$ cat config.mk
export PLATFORM = sky130hd
export DESIGN_NAME = ocsr_regs
export DESIGN_NICKNAME = d
export VERILOG_FILES = /design/src/inc/ocsr_pkg.sv /design/src/rtl/ocsr_regs.sv
export VERILOG_INCLUDE_DIRS = /design/src /design/src/inc
export SDC_FILE = /design/constraint.sdc
export NUM_CORES = 1
export LEC_CHECK = 0
export BUFFER_PORTS_ARGS = -buffer_cell sky130_fd_sc_hd__buf_2
export CAP_MARGIN = 20
export CORE_ASPECT_RATIO = 1.5
export CORE_MARGIN = 5
export CORE_UTILIZATION = 40
export DETAILED_ROUTE_END_ITERATION = 7
export PLACE_DENSITY = 0.76
export SKIP_LAST_GASP = 1
export SLEW_MARGIN = 20
export SYNTH_ARGS = -nofsm -noshare
export SYNTH_HDL_FRONTEND = slang
export SYNTH_SLANG_ARGS = --single-unit
$ cat constraint.sdc
create_clock -name mclk_i -period 6 [get_ports mclk_i]
set_input_delay 1.2 -clock mclk_i [delete_from_list [all_inputs] [get_ports mclk_i]]
set_output_delay 1.2 -clock mclk_i [all_outputs]
set_load 0.005 [all_outputs]
$ cat src/inc/ocsr_defines.svh
`ifndef OCSR_DEFINES_SVH
`define OCSR_DEFINES_SVH

`define OCSR_ADDR_MODE_CONFIG 8'h13
`define OCSR_ADDR_BIAS_DAC 8'h14
`define OCSR_ADDR_MOD_DAC 8'h15
`define OCSR_ADDR_STATUS 8'h16
`define OCSR_ADDR_LOSS_DEASSERT 8'h17
`define OCSR_ADDR_RX_POT 8'h18

`define OCSR_RST_MODE_CONFIG 8'h08
`define OCSR_RST_LOSS_DEASSERT 8'h00
`define OCSR_RST_RX_POT 5'h00
`define OCSR_RST_BYTE 8'h00

`define OCSR_CFG_TABLE_INPUT 7
`define OCSR_CFG_FAULT_POL 6
`define OCSR_CFG_GP_DRIVE 5
`define OCSR_CFG_GP_MODE 4
`define OCSR_CFG_GP_LEVEL 3
`define OCSR_CFG_FAULT_MODE 2
`define OCSR_CFG_LOSS_DIS 1
`define OCSR_CFG_INT_CAL 0

`define OCSR_ST_INT 4
`define OCSR_ST_SAT 3
`define OCSR_ST_OVERCUR 2
`define OCSR_ST_TXPWR 1
`define OCSR_ST_RATE 0

`define OCSR_POT_FULL 6'h20

`endif

$ cat src/inc/ocsr_pkg.sv
package ocsr_pkg;
  typedef logic [7:0] ocsr_byte_t;
  typedef enum logic {OCSR_LOS_CLEAR, OCSR_LOS_ASSERTED} ocsr_los_t;
endpackage : ocsr_pkg

$ cat src/rtl/ocsr_regs.sv
`timescale 1ns/1ps
`include "ocsr_defines.svh"
// Contract
// - Table input: rx power or temperature, internal-cal only
// - Fault flagged when pin equals polarity bit
// - General output open-drain or push-pull per drive bit
// - Shared pin: rate select or general output
// - General output level follows level bit
// - Shared input: shutdown or fault input
// - Disable bit turns loss comparator off
// - Calibration bit selects internal or external
// - Bias readback shows selected setpoint, resets zero
// - Modulation readback shows setpoint, resets zero
// - Access only while OEM password valid
// - Status without password: undefined read, write ignored
// - Status shows interrupt active-high logical state
// - Status shows bias-loop saturation flag
// - Status shows overcurrent and tx power flags
// - Status shows rate-select pin level
// - Upper status bits reserved, host writes zero
// - Loss asserts below assert threshold
// - Loss deasserts only above deassert threshold
// - Received power scaled by pot tap first
// - Disabled comparator ignores deassert threshold
// - Deassert threshold survives resets
// - Tap zero bypasses, else ratio (32-n)/32
// - Mode config survives resets, default 08h
module ocsr_regs
  import ocsr_pkg::*;
(
  input wire logic mclk_i,
  input wire logic rst_n_i,
  input wire logic por_n_i,
  input wire logic [7:0] reg_addr_i,
  input wire logic reg_wr_i,
  input wire logic reg_rd_i,
  input wire logic [7:0] reg_wdata_i,
  output logic [7:0] reg_rdata_o,
  input wire logic oem_unlocked_i,
  input wire logic [1:0] bias_setpoint_sel_i,
  input wire logic [7:0] bias_setpoint_a_i,
  input wire logic [7:0] bias_setpoint_b_i,
  input wire logic [7:0] bias_setpoint_c_i,
  input wire logic [7:0] modulation_setpoint_i,
  input wire logic interrupt_active_i,
  input wire logic bias_loop_saturation_flag_i,
  input wire logic bias_overcurrent_flag_i,
  input wire logic tx_power_fault_flag_i,
  input wire logic fault_pin_i,
  input wire logic rate_select_i,
  input wire logic gp_pin_i,
  output logic gp_pin_o,
  output logic gp_pin_oe_n_o,
  input wire logic [7:0] rx_power_input_i,
  input wire logic [7:0] loss_assert_threshold_i,
  output logic table_input_select_o,
  output logic internal_cal_select_o,
  output logic tx_fault_o,
  output logic shutdown_input_o,
  output logic rx_loss_o
);

  ocsr_byte_t oem_mode_config;
  ocsr_byte_t loss_deassert_threshold;
  logic [4:0] rx_pot_tap_select;
  ocsr_byte_t bias_dac_readback;
  ocsr_byte_t modulation_dac_readback;
  ocsr_byte_t next_rdata;
  ocsr_los_t los_state;
  ocsr_los_t next_los_state;
  logic [3:0] sync_a;
  logic [3:0] sync_b;
  logic [3:0] pins_raw;

  wire wr_ok = reg_wr_i && oem_unlocked_i;
  wire rd_ok = reg_rd_i && oem_unlocked_i;
  wire wr_cfg = wr_ok && (reg_addr_i == `OCSR_ADDR_MODE_CONFIG);
  wire wr_deassert = wr_ok && (reg_addr_i == `OCSR_ADDR_LOSS_DEASSERT);
  wire wr_pot = wr_ok && (reg_addr_i == `OCSR_ADDR_RX_POT);

  // Two-flop synchronisers for pins and analog comparator outputs
  assign pins_raw = {gp_pin_i, fault_pin_i, bias_overcurrent_flag_i, bias_loop_saturation_flag_i};
  wire sat_s = sync_b[0];
  wire overcur_s = sync_b[1];
  wire fault_pin_s = sync_b[2];
  wire gp_pin_s = sync_b[3];

  always_ff @(posedge mclk_i or negedge rst_n_i)
  begin
    if (!rst_n_i)
    begin
      sync_a <= 4'h0;
      sync_b <= 4'h0;
    end
    else
    begin
      sync_a <= pins_raw;
      sync_b <= sync_a;
    end
  end

  logic txpwr_a;
  logic txpwr_s;
  always_ff @(posedge mclk_i or negedge rst_n_i)
  begin
    if (!rst_n_i)
    begin
      txpwr_a <= 1'b0;
      txpwr_s <= 1'b0;
    end
    else
    begin
      txpwr_a <= tx_power_fault_flag_i;
      txpwr_s <= txpwr_a;
    end
  end

  // Non-volatile bytes: only power-on restores them, functional reset leaves them
  always_ff @(posedge mclk_i or negedge por_n_i)
  begin
    if (!por_n_i)
    begin
      oem_mode_config <= `OCSR_RST_MODE_CONFIG;
      loss_deassert_threshold <= `OCSR_RST_LOSS_DEASSERT;
      rx_pot_tap_select <= `OCSR_RST_RX_POT;
    end
    else
    begin
      if (wr_cfg)
        oem_mode_config <= reg_wdata_i;
      if (wr_deassert)
        loss_deassert_threshold <= reg_wdata_i;
      if (wr_pot)
        rx_pot_tap_select <= reg_wdata_i[4:0];
    end
  end

  // Mode decode
  wire cfg_int_cal = oem_mode_config[`OCSR_CFG_INT_CAL];
  wire cfg_fault_mode = oem_mode_config[`OCSR_CFG_FAULT_MODE];
  wire cfg_gp_mode = oem_mode_config[`OCSR_CFG_GP_MODE];
  wire cfg_gp_drive = oem_mode_config[`OCSR_CFG_GP_DRIVE];
  wire cfg_gp_level = oem_mode_config[`OCSR_CFG_GP_LEVEL];
  wire cfg_loss_dis = oem_mode_config[`OCSR_CFG_LOSS_DIS];
  wire cfg_fault_pol = oem_mode_config[`OCSR_CFG_FAULT_POL];
  wire cfg_table = oem_mode_config[`OCSR_CFG_TABLE_INPUT];

  wire next_table = cfg_int_cal && cfg_table;
  wire next_tx_fault = cfg_fault_mode && (fault_pin_s == cfg_fault_pol);
  wire next_shutdown = !cfg_fault_mode && fault_pin_s;
  wire gp_value = cfg_gp_mode ? cfg_gp_level : rate_select_i;
  wire gp_push = !cfg_gp_mode || cfg_gp_drive;
  wire next_oe_n = !(gp_push || !gp_value);
  wire next_pin_o = gp_push ? gp_value : 1'b0;

  // Pot divider scaling
  wire [5:0] pot_ratio = `OCSR_POT_FULL - {1'b0, rx_pot_tap_select};
  wire [13:0] pot_prod = rx_power_input_i * pot_ratio;
  wire [7:0] rx_scaled = (rx_pot_tap_select == 5'h00) ? rx_power_input_i : pot_prod[12:5];

  // Loss-of-signal hysteresis
  always_comb
  begin
    next_los_state = los_state;
    case (los_state)
      OCSR_LOS_CLEAR:
        if (rx_scaled < loss_assert_threshold_i)
          next_los_state = OCSR_LOS_ASSERTED;
      OCSR_LOS_ASSERTED:
        if (rx_scaled > loss_deassert_threshold)
          next_los_state = OCSR_LOS_CLEAR;
      default:
        next_los_state = OCSR_LOS_CLEAR;
    endcase
    if (cfg_loss_dis)
      next_los_state = OCSR_LOS_CLEAR;
  end

  // Live status, sampled only at read time
  wire [7:0] status_live = {3'b000, interrupt_active_i, sat_s, overcur_s, txpwr_s, gp_pin_s};

  wire [7:0] bias_sel = (bias_setpoint_sel_i == 2'h0) ? bias_setpoint_a_i :
                        (bias_setpoint_sel_i == 2'h1) ? bias_setpoint_b_i : bias_setpoint_c_i;

  always_comb
  begin
    next_rdata = `OCSR_RST_BYTE;
    case (reg_addr_i)
      `OCSR_ADDR_MODE_CONFIG: next_rdata = oem_mode_config;
      `OCSR_ADDR_BIAS_DAC: next_rdata = bias_dac_readback;
      `OCSR_ADDR_MOD_DAC: next_rdata = modulation_dac_readback;
      `OCSR_ADDR_STATUS: next_rdata = status_live;
      `OCSR_ADDR_LOSS_DEASSERT: next_rdata = loss_deassert_threshold;
      `OCSR_ADDR_RX_POT: next_rdata = {3'b000, rx_pot_tap_select};
      default: next_rdata = `OCSR_RST_BYTE;
    endcase
  end

  always_ff @(posedge mclk_i or negedge rst_n_i)
  begin
    if (!rst_n_i)
    begin
      bias_dac_readback <= `OCSR_RST_BYTE;
      modulation_dac_readback <= `OCSR_RST_BYTE;
      reg_rdata_o <= `OCSR_RST_BYTE;
      los_state <= OCSR_LOS_CLEAR;
      table_input_select_o <= 1'b0;
      internal_cal_select_o <= 1'b0;
      tx_fault_o <= 1'b0;
      shutdown_input_o <= 1'b0;
      gp_pin_o <= 1'b0;
      gp_pin_oe_n_o <= 1'b1;
    end
    else
    begin
      bias_dac_readback <= bias_sel;
      modulation_dac_readback <= modulation_setpoint_i;
      if (reg_rd_i)
        reg_rdata_o <= rd_ok ? next_rdata : `OCSR_RST_BYTE;
      los_state <= next_los_state;
      table_input_select_o <= next_table;
      internal_cal_select_o <= cfg_int_cal;
      tx_fault_o <= next_tx_fault;
      shutdown_input_o <= next_shutdown;
      gp_pin_o <= next_pin_o;
      gp_pin_oe_n_o <= next_oe_n;
    end
  end

  assign rx_loss_o = (los_state == OCSR_LOS_ASSERTED);

endmodule : ocsr_regs

==> results.tsv <==
stage	metric	value	unit
setup_path	Critical Path RT	6.22	ns
place	GPL Wtd Cong	0.875	
routing	final wirelength	10900	um
floorplanning	Die ar.	13100	sq um
timing	Sum Neg Setup Slack	0	ns
timing	Fmax achieved	170	MHz
routing	Vias/cell	5.00	
place	Place WS	-0.164	ns
cells_and_area	n_diodes	0	
clocking	CTS sink cnt	62	
floorplanning	die boundary width	95.1	um
logic_synthesis	Syn Nets	552	
logic_synthesis	Post-synth EDFFs	0	
setup_path	reg2reg start	rx_pot_tap_select[1]	
timing	Final Max Slew Viols	0	
setup_path	worst-path fanout max	5	
clocking	CTS max path bufs	2	
timing	Least-Margin Pin Slew	0.880	ns
floorplanning	# IOs	94	
place	Placement Cell Area	5060	sq um
logic_synthesis	Yosys reg bits	62	
logic_synthesis	top_reg_cell synth	dfrtp_1	
setup_path	Slowest cell on crit path	fa_1	
timing	clk_skew	0.00484	ns
global_route	first-pass GRT wire length	17800	um
routing	DRC viols	0	
global_route	vias in the first global route	3834	
timing	final setup vio count	0	
logic_synthesis	cell count after synthesis	415	
timing	Slew HR	41.3	%
place	Detail Placement HPWL	8820	um
clocking	Worst-path clk slew	0.05	ns
routing	vias	3397	
clocking	Root Driver	clkbuf_16	
setup_path	kind of end point of the critical path	flip-flop	
global_route	initial antenna violation count	0	
timing	Period minus WS final	5.89	ns
setup_path	kind of critical path	reg -> reg	
routing	Iter 0 DRT Violations	101	
setup_path	Critical Path, Cell by Cell	inv_2 -> ha_4 -> nor3b_4 -> ha_4 -> and2_1 -> fa_1 -> inv_1 -> fa_1 -> fa_1 -> inv_1 -> ha_1 -> buf_4 -> a221o_1 -> a221oi_2 -> buf_4 -> nand3b_1 -> a41oi_2 -> o21bai_1 -> ha_1 -> and3_4 -> a221oi_2 -> a21oi_1 -> a221oi_1	
global_route	GRT Total Usage	17.8	%
cells_and_area	Layout area overhead	26.3	%
power	pwr dens	246	nW/um^2
setup_path	Top Family by Delay on Critical Path	adder cells	
floorplanning	starting density of the core	41.0	%
floorplanning	core area	10600	sq um
floorplanning	floorplan row count	46	
logic_synthesis	register area share after synthesis	35.8	%
place	# port buffers	93	
global_route	global route total overflow	0	
logic_synthesis	YS warnings	0	
clocking	TritonCTS clock tree	done	
logic_synthesis	Syn Area/Cell	10.5	sq um
hold_path	min-delay worst type	reg -> reg	
setup_path	CP startpoint	rx_pot_tap_select[1]	
cells_and_area	Finished Cell Area	5480	sq um
routing	DR WL/cell	16.1	um
logic_synthesis	Netlist cell types	50	
global_route	largest net degree at the start of global routing	42	
clocking	Clock Latency Late Sink	0.32	ns
power	Peak supply drop	0.228	mV
timing	Fin. Hold Viols	0	
clocking	TritonCTS Buffers	9	
timing	fin crit share	98.2	%
logic_synthesis	ys async rst share	100	%
clocking	CTS Hold Buffers Added	0	
routing	TritonRoute pass-1 iters	4	
logic_synthesis	mapped cell area	4340	sq um
setup_path	crit path DAT	6.11	ns
setup_path	Top cell by count, worst path	fa_1	
floorplanning	Die Y	138	um
hold_path	Hold Startpoint	sync_a[1]	
setup_path	WP buf/inv	5	
cells_and_area	layout cells sized above 1	33.0	%
cells_and_area	final core occ	51.8	%
cells_and_area	Final #Nets	668	
job	Max Cap Violations	0	
timing	worst setup margin	0.108	ns
setup_path	startpoint types	flip-flop	
power	Leakage	2.76	nW
status	outcome	finished, final reports clean	
routing	ANT nets after route	0	
clocking	CTS H-tree lvls	3	
setup_path	max incr delay on CP	0.51	ns
[layout make-up]
class | count | area (sq um)
Inverter | 66 | 248
Clock inverter | 5 | 50.0
Fill cell | 989 | 5110
Sequential cell | 62 | 1550
Tap cell | 144 | 180
Clock buffer | 11 | 233
Timing Repair Buffer | 114 | 623
Multi-Input combinational cell | 278 | 2590
[metrics by stage]
step | hold slack [ns] | instances | total power [mW]
after global placement | 0.333 | 658 | 0.816
final | 0.345 | 680 | 1.35
after global routing | 0.354 | 680 | 1.44
after detailed placement | 0.342 | 658 | 0.835
after CTS | 0.348 | 676 | 1.33
after floorplan | 0.331 | 415 | 0.704
[path summary, 6_finish.rpt]
kind                                                   end  slack, ns  cells after the start
max in group asynchronous                   reg_rdata_o[6]       4.45                      1
worst max-delay path                             rx_loss_o       0.11                     23
worst min-delay path                             sync_b[1]       0.35                      0
worst min register to register                   sync_b[1]       0.35                      0
min in group asynchronous       loss_deassert_threshold[2]       0.83                      1
worst max register to register                   rx_loss_o       0.11                     23
[routing by layer]
layer / GRT usage (%) / vias up / wire (um)
met5: 0 / - / 0
met4: 8.35 / 0 / 331
met3: 4.26 / 20 / 619
met2: 33.6 / 107 / 6040
met1: 17.8 / 1637 / 3930
li1: - / 1633 / -
[cells in the mapped netlist, types with 3 or more instances]
library cell  number  area, sq um
xnor2_1           11         96.3
and2_1            32          200
o21bai_1           3         22.5
mux2_2            21          236
nor2_1             8         30.0
o21ai_0           19         95.1
mux4_2             5          113
a22o_1             4         35.0
mux2i_1           10          100
o22ai_1            8         50.1
inv_1             66          248
o21a_1             3         22.5
clkbuf_1           5         18.8
nand2_1           39          146
a21o_1             4         30.0
ha_1              35          438
a21oi_1           10         50.1
a31oi_1            3         18.8
a221oi_1           5         43.8
fa_1              23          460
and3_1             4         25.0
nor2b_1            4         25.0
dfrtp_1           60         1500
[registers in the layout, summed over array words and instances, names as in the netlist]
signal / flops
bias_dac_readback: 8
gp_pin_o: 1
gp_pin_oe_n_o: 1
internal_cal_select_o: 1
loss_deassert_threshold: 8
modulation_dac_readback: 8
oem_mode_config: 8
reg_rdata_o: 8
rx_loss_o: 1
rx_pot_tap_select: 5
shutdown_input_o: 1
sync_a: 4
sync_b: 4
table_input_select_o: 1
tx_fault_o: 1
txpwr_a: 1
txpwr_s: 1
[power by group]
| group | leakage [nW] | total, mW | internal [mW] | switching, mW |
|---|---|---|---|---|
| Clock | 0.143 | 0.486 | 0.318 | 0.168 |
| Combinational | 1.84 | 0.409 | 0.203 | 0.206 |
| Sequential | 0.778 | 0.452 | 0.439 | 0.0136 |
[cell families after synthesis]
logic type,synth area share (%)
xor gates and xnor gates,2.42
muxes,10.3
AOI/OAI and AO/OA,10.4
DFF,35.8
and+or+nand+nor,13.7
adders and majority gates,20.7
buffers and inverters,6.63
[layout by cell type (no fill, tap or decap), types with 5 or more instances in the layout]
| cell type | count |
|---|---|
| nand2_1 | 39 |
| ha_1 | 33 |
| xnor2_1 | 10 |
| inv_1 | 64 |
| fa_1 | 22 |
| and2_1 | 31 |
| mux2i_1 | 10 |
| a21oi_1 | 9 |
| mux2_2 | 21 |
| o21ai_0 | 17 |
| nor2_1 | 8 |
| clkbuf_16 | 9 |
| buf_4 | 21 |
| mux4_2 | 5 |
| buf_2 | 93 |
| o22ai_1 | 8 |
| dfrtp_1 | 60 |
[what timing repair did]
item	4_1_cts	5_1_grt
setup endpoints to repair	1	1
setup buffers	2	4
hold endpoints to repair	0	0
pin swaps	2	11
resized for setup	5	16
Note: power is estimated with default switching activity, not from simulation.
